==> src/hw/lsf_pkg.sv <==
// Purpose: constants for the LIN status flag register bank
// Assumes: 40 MHz system clock, AHB-Lite register access
// Notes: registers are indexed; byte address is four times the index
package lsf_pkg;
   // Register indices, as printed
   localparam logic [7:0] LSF_IDX_CONTROL = 8'h08;
   localparam logic [7:0] LSF_IDX_STATUS = 8'h09;
   localparam logic [7:0] LSF_IDX_ERROR = 8'h0a;
   localparam logic [7:0] LSF_IDX_IRQ_STAT = 8'h10;
   localparam logic [7:0] LSF_IDX_IRQ_MASK = 8'h11;
   localparam logic [7:0] LSF_IDX_MODE = 8'h12;
   // Status bit positions
   localparam int LSF_ST_ACTIVE = 7;
   localparam int LSF_ST_IDLE = 6;
   localparam int LSF_ST_ABORT = 5;
   localparam int LSF_ST_DREQ = 4;
   localparam int LSF_ST_INT = 3;
   localparam int LSF_ST_ERR = 2;
   localparam int LSF_ST_WAKE = 1;
   localparam int LSF_ST_DONE = 0;
   // Control bit positions
   localparam int LSF_CT_STOP = 7;
   localparam int LSF_CT_CLR_INT = 3;
   localparam int LSF_CT_CLR_ERR = 2;
   // Reset values
   localparam logic [7:0] LSF_STATUS_RST = 8'h00;
   localparam logic [4:0] LSF_ERROR_RST = 5'h00;
   // Timing
   localparam longint LSF_CLK_HZ = 40000000;
   localparam longint LSF_IDLE_TIME_S = 4;
   localparam longint LSF_IDLE_CYCLES = LSF_IDLE_TIME_S * LSF_CLK_HZ;
endpackage : lsf_pkg

==> src/hw/lsf_sync.sv <==
// Purpose: two flip-flop synchroniser for pin level inputs
// Assumes: inputs asynchronous to sys_clk
// Notes: first stage feeds only the second stage
`timescale 1ns/1ps
module lsf_sync #(
   parameter int WIDTH = 8
) (
   // Clock and reset
   input wire logic clk,
   input wire logic rst,
   // Data
   input wire logic [WIDTH-1:0] din,
   output logic [WIDTH-1:0] dout
);
   logic [WIDTH-1:0] meta_q;

   always_ff @(posedge clk or posedge rst) begin
      if (rst) begin
         meta_q <= '0;
         dout <= '0;
      end else begin
         meta_q <= din;
         dout <= meta_q;
      end
   end
endmodule : lsf_sync

==> src/hw/lsf_idle_timer.sv <==
// Purpose: bus idle timer, flags after a long quiet period
// Assumes: count length given by parameter
// Notes: restarts on any activity, holds at the limit
`timescale 1ns/1ps
module lsf_idle_timer #(
   parameter longint LIMIT = 160000000
) (
   // Clock and reset
   input wire logic clk,
   input wire logic rst,
   // Control
   input wire logic enable,
   input wire logic restart,
   // Result
   output logic expired
);
   logic [31:0] count_q;

   always_ff @(posedge clk or posedge rst) begin
      if (rst) begin
         count_q <= 32'h0000_0000;
         expired <= 1'b0;
      end else if (restart || !enable) begin
         count_q <= 32'h0000_0000;
         expired <= 1'b0;
      end else if (count_q >= 32'(LIMIT - 1)) begin
         expired <= 1'b1;
      end else begin
         count_q <= count_q + 32'h0000_0001;
      end
   end
endmodule : lsf_idle_timer

==> src/hw/lsf_status_regs.sv <==
// Purpose: LIN controller status flags with AHB-Lite register access
// Assumes: controller events arrive as pins, synchronised here
// Notes: status register is read only; clears go through control bits
// Notes on behaviour
// - Active bit follows bus activity
// - Slave idle four seconds, not asleep, sets timeout
// - Slave abort on early break or stop
// - Clean sync break clears abort
// - Slave data request set on identifier
// - Interrupt pending cleared only by clear-interrupt write
// - Error sticky until clear-error write
// - Wakeup set while sending or after receiving
// - Done cleared at start, set at finish
// - Clear-error clears status and detail errors, reads zero
// - Stop suspends slave processing until next break
`timescale 1ns/1ps
module lsf_status_regs
   import lsf_pkg::*;
#(
   parameter longint IDLE_CYCLES = LSF_IDLE_CYCLES
) (
   // System
   input wire logic SYS_CLK,
   input wire logic RST,
   // AHB-Lite slave
   input wire logic HSEL,
   input wire logic [31:0] HADDR,
   input wire logic [1:0] HTRANS,
   input wire logic HWRITE,
   input wire logic [2:0] HSIZE,
   input wire logic HREADY,
   input wire logic [31:0] HWDATA,
   output logic [31:0] HRDATA,
   output logic HREADYOUT,
   output logic HRESP,
   // Controller events from the LIN engine
   input wire logic BUS_ACTIVITY,
   input wire logic SLAVE_MODE,
   input wire logic BUS_ASLEEP,
   input wire logic SYNC_BREAK,
   input wire logic XFER_START,
   input wire logic XFER_END,
   input wire logic ID_RECEIVED,
   input wire logic DATA_ACKED,
   input wire logic CTRL_IRQ,
   input wire logic [4:0] ERR_EVENTS,
   input wire logic WAKE_SENDING,
   input wire logic WAKE_RECEIVED,
   // Outputs
   output logic PROCESSING_STOPPED,
   output logic IRQ
);
   ////////////////////////////////////////////////////////////////////////////
   // Input synchronisation
   logic [11:0] pins_raw;
   logic [11:0] pins_s;
   logic [4:0] err_s;
   logic act_s, slave_s, asleep_s, brk_s, start_s, end_s;
   logic id_s, ack_s, irq_s, wsend_s, wrecv_s;

   assign pins_raw = {BUS_ACTIVITY, SLAVE_MODE, BUS_ASLEEP, SYNC_BREAK, XFER_START,
                      XFER_END, ID_RECEIVED, DATA_ACKED, CTRL_IRQ, WAKE_SENDING,
                      WAKE_RECEIVED, 1'b0};

   lsf_sync #(.WIDTH(12)) u_sync_pins (
      .clk(SYS_CLK),
      .rst(RST),
      .din(pins_raw),
      .dout(pins_s)
   );

   lsf_sync #(.WIDTH(5)) u_sync_err (
      .clk(SYS_CLK),
      .rst(RST),
      .din(ERR_EVENTS),
      .dout(err_s)
   );

   assign {act_s, slave_s, asleep_s, brk_s, start_s, end_s, id_s, ack_s, irq_s,
           wsend_s, wrecv_s} = pins_s[11:1];

   // Rising edge detectors on synchronised strobes
   logic brk_d_q, start_d_q, end_d_q, id_d_q, irq_d_q, wrecv_d_q;
   logic [4:0] err_d_q;
   logic brk_p, start_p, end_p, id_p, irq_p, wrecv_p;
   logic [4:0] err_p;

   always_ff @(posedge SYS_CLK or posedge RST) begin
      if (RST) begin
         brk_d_q <= 1'b0;
         start_d_q <= 1'b0;
         end_d_q <= 1'b0;
         id_d_q <= 1'b0;
         irq_d_q <= 1'b0;
         wrecv_d_q <= 1'b0;
         err_d_q <= 5'h00;
      end else begin
         brk_d_q <= brk_s;
         start_d_q <= start_s;
         end_d_q <= end_s;
         id_d_q <= id_s;
         irq_d_q <= irq_s;
         wrecv_d_q <= wrecv_s;
         err_d_q <= err_s;
      end
   end

   assign brk_p = brk_s & ~brk_d_q;
   assign start_p = start_s & ~start_d_q;
   assign end_p = end_s & ~end_d_q;
   assign id_p = id_s & ~id_d_q;
   assign irq_p = irq_s & ~irq_d_q;
   assign wrecv_p = wrecv_s & ~wrecv_d_q;
   assign err_p = err_s & ~err_d_q;

   ////////////////////////////////////////////////////////////////////////////
   // AHB-Lite address phase capture
   logic wr_pend_q;
   logic rd_pend_q;
   logic [7:0] idx_q;
   logic addr_ok;
   logic wr_stb;
   logic [7:0] wr_idx;
   logic [7:0] wr_byte;

   assign addr_ok = HSEL && HREADY && HTRANS[1];

   always_ff @(posedge SYS_CLK or posedge RST) begin
      if (RST) begin
         wr_pend_q <= 1'b0;
         rd_pend_q <= 1'b0;
         idx_q <= 8'h00;
      end else begin
         wr_pend_q <= addr_ok && HWRITE;
         rd_pend_q <= addr_ok && !HWRITE;
         if (addr_ok) begin
            idx_q <= HADDR[9:2];
         end
      end
   end

   assign wr_stb = wr_pend_q;
   assign wr_idx = idx_q;
   assign wr_byte = HWDATA[7:0];

   function automatic logic wr_bit(input logic [7:0] idx, input int pos);
      wr_bit = wr_stb && (wr_idx == idx) && wr_byte[pos];
   endfunction : wr_bit

   ////////////////////////////////////////////////////////////////////////////
   // Control strobes and mode register
   logic clr_int, clr_err, stop_wr;
   logic stop_q;
   logic in_transfer_q;

   assign clr_int = wr_bit(LSF_IDX_CONTROL, LSF_CT_CLR_INT);
   assign clr_err = wr_bit(LSF_IDX_CONTROL, LSF_CT_CLR_ERR);
   assign stop_wr = wr_bit(LSF_IDX_CONTROL, LSF_CT_STOP) && slave_s;

   // Suspend until the next sync break
   always_ff @(posedge SYS_CLK or posedge RST) begin
      if (RST) begin
         stop_q <= 1'b0;
      end else if (brk_p) begin
         stop_q <= 1'b0;
      end else if (stop_wr) begin
         stop_q <= 1'b1;
      end
   end

   always_ff @(posedge SYS_CLK or posedge RST) begin
      if (RST) begin
         PROCESSING_STOPPED <= 1'b0;
      end else begin
         PROCESSING_STOPPED <= (stop_q && !brk_p) || stop_wr;
      end
   end

   // Transfer tracking
   always_ff @(posedge SYS_CLK or posedge RST) begin
      if (RST) begin
         in_transfer_q <= 1'b0;
      end else if (start_p || brk_p) begin
         in_transfer_q <= 1'b1;
      end else if (end_p) begin
         in_transfer_q <= 1'b0;
      end
   end

   ////////////////////////////////////////////////////////////////////////////
   // Status flags
   logic idle_exp;
   logic [7:0] status_q;
   logic [4:0] err_detail_q;

   lsf_idle_timer #(.LIMIT(IDLE_CYCLES)) u_idle (
      .clk(SYS_CLK),
      .rst(RST),
      .enable(slave_s && !asleep_s),
      .restart(act_s),
      .expired(idle_exp)
   );

   always_ff @(posedge SYS_CLK or posedge RST) begin
      if (RST) begin
         status_q[LSF_ST_ACTIVE] <= 1'b0;
         status_q[LSF_ST_IDLE] <= 1'b0;
         status_q[LSF_ST_WAKE] <= 1'b0;
      end else begin
         status_q[LSF_ST_ACTIVE] <= act_s;
         status_q[LSF_ST_IDLE] <= idle_exp && slave_s && !asleep_s;
         if (wsend_s || wrecv_p) begin
            status_q[LSF_ST_WAKE] <= 1'b1;
         end else if (act_s && !wsend_s) begin
            status_q[LSF_ST_WAKE] <= 1'b0;
         end
      end
   end

   // Abort: early break or stop in slave mode
   always_ff @(posedge SYS_CLK or posedge RST) begin
      if (RST) begin
         status_q[LSF_ST_ABORT] <= 1'b0;
      end else if (slave_s && ((brk_p && in_transfer_q) || stop_wr)) begin
         status_q[LSF_ST_ABORT] <= 1'b1;
      end else if (brk_p && !in_transfer_q) begin
         status_q[LSF_ST_ABORT] <= 1'b0;
      end
   end

   // Data request: identifier seen, dropped by ack, break or stop
   always_ff @(posedge SYS_CLK or posedge RST) begin
      if (RST) begin
         status_q[LSF_ST_DREQ] <= 1'b0;
      end else if (!slave_s) begin
         status_q[LSF_ST_DREQ] <= 1'b0;
      end else if (id_p && !stop_q) begin
         status_q[LSF_ST_DREQ] <= 1'b1;
      end else if (ack_s || brk_p || stop_wr) begin
         status_q[LSF_ST_DREQ] <= 1'b0;
      end
   end

   // Interrupt pending: set wins over clear
   always_ff @(posedge SYS_CLK or posedge RST) begin
      if (RST) begin
         status_q[LSF_ST_INT] <= 1'b0;
      end else if (irq_p) begin
         status_q[LSF_ST_INT] <= 1'b1;
      end else if (clr_int) begin
         status_q[LSF_ST_INT] <= 1'b0;
      end
   end

   // Error summary and detail, both cleared by the clear-error control
   always_ff @(posedge SYS_CLK or posedge RST) begin
      if (RST) begin
         status_q[LSF_ST_ERR] <= 1'b0;
         err_detail_q <= LSF_ERROR_RST;
      end else begin
         if (|err_p) begin
            status_q[LSF_ST_ERR] <= 1'b1;
         end else if (clr_err) begin
            status_q[LSF_ST_ERR] <= 1'b0;
         end
         err_detail_q <= (clr_err ? LSF_ERROR_RST : err_detail_q) | err_p;
      end
   end

   // Done: cleared at start, set at end
   always_ff @(posedge SYS_CLK or posedge RST) begin
      if (RST) begin
         status_q[LSF_ST_DONE] <= 1'b0;
      end else if (end_p) begin
         status_q[LSF_ST_DONE] <= 1'b1;
      end else if (start_p || brk_p) begin
         status_q[LSF_ST_DONE] <= 1'b0;
      end
   end

   ////////////////////////////////////////////////////////////////////////////
   // Interrupt status, write one to clear, and mask
   logic [7:0] irq_stat_q;
   logic [7:0] irq_mask_q;
   logic [7:0] status_prev_q;
   logic [7:0] rise;

   always_ff @(posedge SYS_CLK or posedge RST) begin
      if (RST) begin
         status_prev_q <= LSF_STATUS_RST;
      end else begin
         status_prev_q <= status_q;
      end
   end

   assign rise = status_q & ~status_prev_q;

   always_ff @(posedge SYS_CLK or posedge RST) begin
      if (RST) begin
         irq_stat_q <= 8'h00;
      end else if (wr_stb && wr_idx == LSF_IDX_IRQ_STAT) begin
         irq_stat_q <= (irq_stat_q & ~wr_byte) | rise;
      end else begin
         irq_stat_q <= irq_stat_q | rise;
      end
   end

   always_ff @(posedge SYS_CLK or posedge RST) begin
      if (RST) begin
         irq_mask_q <= 8'h00;
      end else if (wr_stb && wr_idx == LSF_IDX_IRQ_MASK) begin
         irq_mask_q <= wr_byte;
      end
   end

   always_ff @(posedge SYS_CLK or posedge RST) begin
      if (RST) begin
         IRQ <= 1'b0;
      end else begin
         IRQ <= |(irq_stat_q & irq_mask_q);
      end
   end

   ////////////////////////////////////////////////////////////////////////////
   // Read data; status writes are ignored, control reads as zero
   logic [7:0] rd_byte;

   always_comb begin
      case (idx_q)
         LSF_IDX_CONTROL: rd_byte = 8'h00;
         LSF_IDX_STATUS: rd_byte = status_q;
         LSF_IDX_ERROR: rd_byte = {3'h0, err_detail_q};
         LSF_IDX_IRQ_STAT: rd_byte = irq_stat_q;
         LSF_IDX_IRQ_MASK: rd_byte = irq_mask_q;
         LSF_IDX_MODE: rd_byte = {6'h00, PROCESSING_STOPPED, slave_s};
         default: rd_byte = 8'h00;
      endcase
   end

   always_ff @(posedge SYS_CLK or posedge RST) begin
      if (RST) begin
         HRDATA <= 32'h0000_0000;
      end else if (addr_ok && !HWRITE) begin
         HRDATA <= 32'h0000_0000;
      end else if (rd_pend_q) begin
         HRDATA <= {24'h00_0000, rd_byte};
      end
   end

   // Reads take one wait state so the data leave a flip-flop
   always_ff @(posedge SYS_CLK or posedge RST) begin
      if (RST) begin
         HREADYOUT <= 1'b1;
      end else begin
         HREADYOUT <= !(addr_ok && !HWRITE);
      end
   end

   always_ff @(posedge SYS_CLK or posedge RST) begin
      if (RST) begin
         HRESP <= 1'b0;
      end else begin
         HRESP <= 1'b0;
      end
   end
endmodule : lsf_status_regs

==> config.mk <==
export PLATFORM = sky130hd
export DESIGN_NAME = lsf_status_regs
export DESIGN_NICKNAME = d
export VERILOG_FILES = /design/src/hw/lsf_pkg.sv /design/src/hw/lsf_sync.sv /design/src/hw/lsf_idle_timer.sv /design/src/hw/lsf_status_regs.sv
export SDC_FILE = /design/constraint.sdc
export NUM_CORES = 1
export LEC_CHECK = 0
export BUFFER_PORTS_ARGS = -buffer_cell sky130_fd_sc_hd__buf_4
export CORE_MARGIN = 10
export CORE_UTILIZATION = 50
export CTS_BUF_LIST = sky130_fd_sc_hd__clkbuf_16
export DETAILED_ROUTE_END_ITERATION = 10
export GPL_TIMING_DRIVEN = 1
export PLACE_DENSITY = 0.86
export SLEW_MARGIN = 20
export SYNTH_ARGS = -nofsm -noshare
export SYNTH_HDL_FRONTEND = slang
export SYNTH_SLANG_ARGS = --single-unit
==> constraint.sdc <==
create_clock -name SYS_CLK -period 7.1 [get_ports SYS_CLK]
set_clock_uncertainty 0.15 [all_clocks]
set_input_delay 0.355 -clock SYS_CLK [delete_from_list [all_inputs] [get_ports SYS_CLK]]
set_output_delay 0.355 -clock SYS_CLK [all_outputs]
set_load 0.05 [all_outputs]
==> flow_summary.toml, run 1 <==
[outcome]
status = "finished with violations"
violations = "negative hold slack"

[critical_path]
startpoint = "idx_q[2]$_DFFE_PP0P_"
arrival_ns = 2.99
cp-start-kind = "register"
r2r_cells = 4
cp.required_ns = 7.24
critPathCaptureType = "register"
reg2reg_from = "idx_q[2]$_DFFE_PP0P_"
crit_fanout = 8
r2r_slack_ns = 4.24
path_class = "register to register"

[detailed_routing]
finalWirelength_mm = 12.5
dr.max_layer_used = "met4"
ant_nets = 0
num_vias = 4090
post-route-drc-count = 0
via_per_inst = 5.82
met2WireLength_mm = 6.36
wirelength_met1_mm = 5.18
wl_per_cell_um = 17.8
wl_met3_um = 752
initialDrtViolationCount = 287
firstDrtPassIters = 5

[global_routing]
grt_pass1_vias = 4217
grt_max_degree = 90
grt_usage_pct = 15.7
grt_pass1_wl_mm = 20.6
grt_overflow = 0
antenna_found_initial = 0

[floorplanning]
start_util_pct = 51.7
core-area_um2 = 10900
fp.dieArea_um2 = 16000
die_x_um = 126
num_rows = 38
die_height_um = 126
pin_count = 126

[logic_synthesis]
yosysTopAreaCell = "dfrtp_1"
yosysTopAreaCellShare_pct = 59.7
synth_area_um2 = 5660
synth_ff_type = "dfrtp_1"
yosysUniqueCellTypes = 64
syn_inst = 478
ys_seq_area_share_pct = 60.2
post_synth.cell_area_avg_um2 = 11.8
ys_top_cells_by_area = "dfrtp_1 60%, buf_4 3.3%, mux2_2 3.2%"
ys_warn_count = 0
synth-edff-count = 0
async_reset_ff_share_pct = 100
ys_ff_latch = 136

[sta]
tightest_slew_ns = 0.943
rsz0062_at_grt = "false"
slew_violations = 0
setup_violations = 0
hold_violations = 87
slew_headroom_pct = 36.6
fin_setup_tns_ns = 0
min_period_ns = 2.86
fmax_mhz = 350
fin_crit_sh_pct = 40.3
holdWs_ns = -0.0535

[layout]
num_antenna_cells = 0
fill_cells = 782
drive_above_1_share_pct = 18.8
syn_to_final_growth_pct = 21.3
final_common_cell = "dfrtp_1"
fin_util_pct = 62.8
final_nets = 641
layout_common_cells = "135 x dfrtp_1, 51 x buf_4, 40 x nand2_1"

[worst_hold_path]
hold_path_class = "primary input to asynchronous set/reset pin"

[clocking]
cts_made_buffers = 17
post_cts_buffers = 0
cts_tree = "yes"
clock_sinks = 136
cts-root-buf = "clkbuf_16"
cts.path.max_buffers = 2
cts.clk_slew.worst_paths_ns = 0.06
htreeDepth = 4
clk_latency_ns = 0.41

[pwr]
ir_worst_vdd_v = 0.000217
p_leak_nw = 3.10
pwr_density_cell_nw_per_um2 = 278

[placement]
io_buffers = 48
gp_congestion = 0.860
hpwl_mm = 8.13

[job]
max_cap_violations = 0
[critical path, cell delays in order (launching register included)]
cell     delay [ns]
dfrtp_1        0.40
or4_1          0.67
nor3_1         0.82
nand2_2        0.34
mux2_2         0.37
[worst paths after layout]
check                                                  to
min in group SYS_CLK                 idx_q[4]$_DFFE_PP0P_
hold / removal             u_sync_err.meta_q[0]$_DFF_PP0_
max in group asynchronous  u_idle.count_q[20]$_DFFE_PP0P_
hold reg to reg             u_sync_pins.dout[5]$_DFF_PP0_
setup / recovery                irq_mask_q[2]$_DFFE_PP0P_
setup reg to reg                irq_mask_q[2]$_DFFE_PP0P_
[area by class of cell]
type,instances,area (um^2),share of cell area [%]
sequential,136,3400,49.6
tap,140,175,2.55
clock buffer,17,425,6.20
multi-input combinational,310,2030,29.5
inverter,17,68.8,1.00
clock inverter,15,210,3.06
timing repair buffer,68,553,8.06
[cell usage after synthesis, types with 6 or more instances]
| cell | instances |
|---|---|
| a21o_1 | 6 |
| nor2b_1 | 7 |
| dfrtp_1 | 135 |
| nand4_1 | 11 |
| a22o_1 | 14 |
| nand3_1 | 14 |
| o21ai_0 | 7 |
| and2_1 | 8 |
| inv_1 | 17 |
| clkbuf_1 | 8 |
| nand2_1 | 40 |
| nand2b_1 | 9 |
| nor2_1 | 23 |
| o31ai_1 | 8 |
| buf_4 | 25 |
| nor4_1 | 7 |
| or4_1 | 9 |
| and4_1 | 7 |
| mux2_2 | 16 |
| a21oi_1 | 18 |
| a22oi_1 | 7 |
[timing repair]
| action | CTS | global route |
|---|---|---|
| endpoints found under the hold margin | 17 | 0 |
| hold buffers | 17 | 0 |
| resized for setup | 0 | 0 |
[registers in the layout, indices dropped and copies added, names as in the netlist, 5 cells and up]
| signal | cells |
|---|---|
| u_sync_pins.dout | 11 |
| status_q | 8 |
| err_d_q | 5 |
| u_idle.count_q | 32 |
| HRDATA | 8 |
| u_sync_pins.meta_q | 11 |
| u_sync_err.meta_q | 5 |
| idx_q | 8 |
| u_sync_err.dout | 5 |
| status_prev_q | 8 |
| err_detail_q | 5 |
| irq_stat_q | 8 |
| irq_mask_q | 8 |
[stage by stage]
step	instance area (um^2)	setup slack (ns)	power, mW	std cells
after floorplan	5750	2.96	0.943	502
after global routing	6860	4.13	1.97	703
after detailed placement	6050	4.33	0.973	654
after global placement	6050	4.40	0.966	654
after CTS	6860	4.24	1.92	703
final	6860	4.24	1.91	703
[cells by family after synthesis]
| family | synth area share [%] |
|---|---|
| simple gates | 16.7 |
| flops | 60.2 |
| compound gates | 12.7 |
| buf+inv | 5.62 |
| mux | 3.89 |
| xor+xnor | 0.619 |
| fa+ha+maj | 0.221 |
| other cells | 0.0663 |
[per-layer routing]
layer / GRT usage [%] / vias up
li1: - / 1847
met1: 19.5 / 2027
met2: 25.5 / 193
met3: 3.79 / 23
met4: 7.17 / 0
met5: 0 / -
[power breakdown]
| group | total (mW) | internal [mW] | leakage (nW) | switching [mW] |
|---|---|---|---|---|
| registers | 0.837 | 0.809 | 1.64 | 0.0282 |
| logic | 0.134 | 0.0467 | 1.14 | 0.0876 |
| clock network | 0.937 | 0.619 | 0.322 | 0.318 |
Note: power is estimated with default switching activity, not from simulation.
==> inputs of run 2 (changes only) <==
==> constraint.sdc (replaced) <==
create_clock -name SYS_CLK -period 2.8 [get_ports SYS_CLK]
set_clock_uncertainty 0.15 [all_clocks]
set_input_delay 0.14 -clock SYS_CLK [delete_from_list [all_inputs] [get_ports SYS_CLK]]
set_output_delay 0.14 -clock SYS_CLK [all_outputs]
set_load 0.05 [all_outputs]
==> run 2 against run 1 <==
Cell area increased by 2.9%. Largest cell class unchanged. Combinational power increased to 2.8 times the previous value. Critical path depth increased by 1. Global-route usage increased by 1.2 points. Via count increased by 3.6%. Utilization increased by 1.8 points. Critical endpoint is now u_idle.count_q[23]$_DFFE_PP0P_. First-iteration DRC count increased by 33%. Critical path type unchanged. Total power increased by 150%. Count of clock-buffer cells in the layout unchanged. Final cell count increased by 3.4%. Maximum frequency increased by 14%. Sequential share of layout area decreased by 1.4 points. The flow now finishes without violations.
==> flow_summary.toml, run 2 (synthesis results as in run 1) <==
[pwr]
p_switching_mw = 1.23
seqPwrFrac_pct = 44.5
pwr_density_cell_nw_per_um2 = 674
ir_worst_vdd_v = 0.000524
p_leak_nw = 3.18
power.internal_mw = 3.54
clockPowerShare_pct = 47.6
swShare_pct = 25.7
comb_power_share_pct = 7.9

[placement]
place_area_um2 = 6120
hpwl_mm = 8.24
io_buffers = 48
gp_congestion = 0.856

[layout]
max_flop_register = "u_idle.count_q"
layout_common_cells = "135 x dfrtp_1, 57 x buf_4, 40 x nand2_1"
final_common_cell = "dfrtp_1"
top_regs = "u_idle.count_q x32, u_sync_pins.dout x11, u_sync_pins.meta_q x11"
final_nets = 665
num_antenna_cells = 0
syn_to_final_growth_pct = 24.9
finalInstanceArea_um2 = 7060
largest_reg_flops = 32
drive_above_1_share_pct = 19.9

[detailed_routing]
firstDrtPassIters = 6
finalWirelength_mm = 13.2
num_vias = 4236
post-route-drc-count = 0
ant_nets = 0
initialDrtViolationCount = 383
wl_per_cell_um = 18.2
via_per_inst = 5.83

[critical_path]
worstReg2RegEnd = "u_idle.count_q[23]$_DFFE_PP0P_"
cp-start-kind = "register"
crit_fanout = 7
cp.required_ns = 2.97
arrival_ns = 2.67
path_class = "register to register"
critPathCaptureType = "register"
r2r_cells = 5
r2r_slack_ns = 0.30
reg2reg_from = "u_idle.count_q[28]$_DFFE_PP0P_"

[floorplanning]
num_rows = 38
die_x_um = 126
pin_count = 126
core-area_um2 = 10900
die_height_um = 126
fp.dieArea_um2 = 16000
start_util_pct = 51.7

[sta]
tightest_slew_ns = 0.965
fin_crit_sh_pct = 89.3
min_period_ns = 2.50
slew_headroom_pct = 35.5
slew_violations = 0
fmax_mhz = 400
rsz0062_at_grt = "false"
fin_setup_tns_ns = 0
hold_violations = 0
setup_violations = 0

[global_routing]
grt_usage_pct = 17.0
antenna_found_initial = 0
grt_overflow = 0
grt_pass1_vias = 4419
grt_max_degree = 69
grt_pass1_wl_mm = 22.2

[clocking]
htreeDepth = 4
cts.clk_slew.worst_paths_ns = 0.07
cts_made_buffers = 17
clock_sinks = 136
cts-root-buf = "clkbuf_16"
clk_latency_ns = 0.42
post_cts_buffers = 0
cts.path.max_buffers = 2
cts_resized = 0
cts_tree = "yes"

[outcome]
status = "complete, no violations"

[worst_hold_path]
hold_path_class = "primary input to asynchronous set/reset pin"

[job]
max_cap_violations = 0
==> run 2: cell count changes in the layout (fill, tap and decap cells not counted), sizes merged <==
cell         before  now
buf              51   58
clkinv            6    4
bufinv            5    2
dlygate4sd3      17   34
clkinvlp          0    1
inv              21   25
==> run 2: how the worst max path moves through the flow <==
stage	start	end	slack, ns	depth (start not counted)
2_1_floorplan	u_idle.count_q[20]$_DFFE_PP0P_	u_idle.count_q[15]$_DFFE_PP0P_	0.53	6
3_3_place_gp	u_idle.count_q[28]$_DFFE_PP0P_	u_idle.count_q[23]$_DFFE_PP0P_	0.44	5
3_5_place_dp	u_idle.count_q[28]$_DFFE_PP0P_	u_idle.count_q[23]$_DFFE_PP0P_	0.38	5
4_1_cts	u_idle.count_q[28]$_DFFE_PP0P_	u_idle.count_q[23]$_DFFE_PP0P_	0.33	5
5_1_grt	u_idle.count_q[25]$_DFFE_PP0P_	u_idle.count_q[23]$_DFFE_PP0P_	0.20	5
6_report	u_idle.count_q[28]$_DFFE_PP0P_	u_idle.count_q[23]$_DFFE_PP0P_	0.30	5
==> run 2: power by group through the flow <==
stage	combinational, mW	clock [mW]	sequential [mW]
2_1_floorplan	0.251	0	2.14
3_3_place_gp	0.313	0	2.14
3_5_place_dp	0.322	0	2.15
4_1_cts	0.365	2.29	2.12
5_1_grt	0.400	2.39	2.13
6_report	0.374	2.27	2.12
==> run 2: layer usage <==
metal	wire, um	part of all wire, %	GRT usage (%)
met3	859	6.5	5.12
met5	0	0	0
met2	6540	49	27.3
met1	5470	41	20.9
met4	346	2.6	6.83
==> run 2: final cells by class <==
| class | instances | area (um^2) |
|---|---|---|
| clock buffer | 17 | 425 |
| clock inverter | 15 | 178 |
| fill | 727 | 3870 |
| inverter | 17 | 67.6 |
| multi-input combinational | 310 | 2030 |
| sequential | 136 | 3400 |
| tap | 140 | 175 |
| timing repair buffer | 92 | 788 |
==> run 2: critical path, cell delays in order, from the launching register on <==
cell and delay (ns):
dfrtp_1 0.39, nor4_2 0.43, nand4_1 0.38, or2_1 0.42
or4_1 0.49, a21oi_1 0.15
==> run 2: through the flow <==
step	util (%)	hold slack [ns]	setup slack, ns	power, mW	instances
2_1_floorplan	-	0.0214	0.525	2.39	502
3_3_place_gp	56.0	0.0524	0.442	2.46	661
3_5_place_dp	56.0	0.0678	0.377	2.47	661
4_1_cts	64.6	0.123	0.330	4.78	727
5_1_grt	64.6	0.188	0.203	4.92	727
6_report	64.6	0.178	0.300	4.76	727
==> run 2: what timing repair did <==
action	4_1_cts	5_1_grt
hold buffers	34	0
endpoints found under the setup margin	0	0
endpoints found under the hold margin	65	0
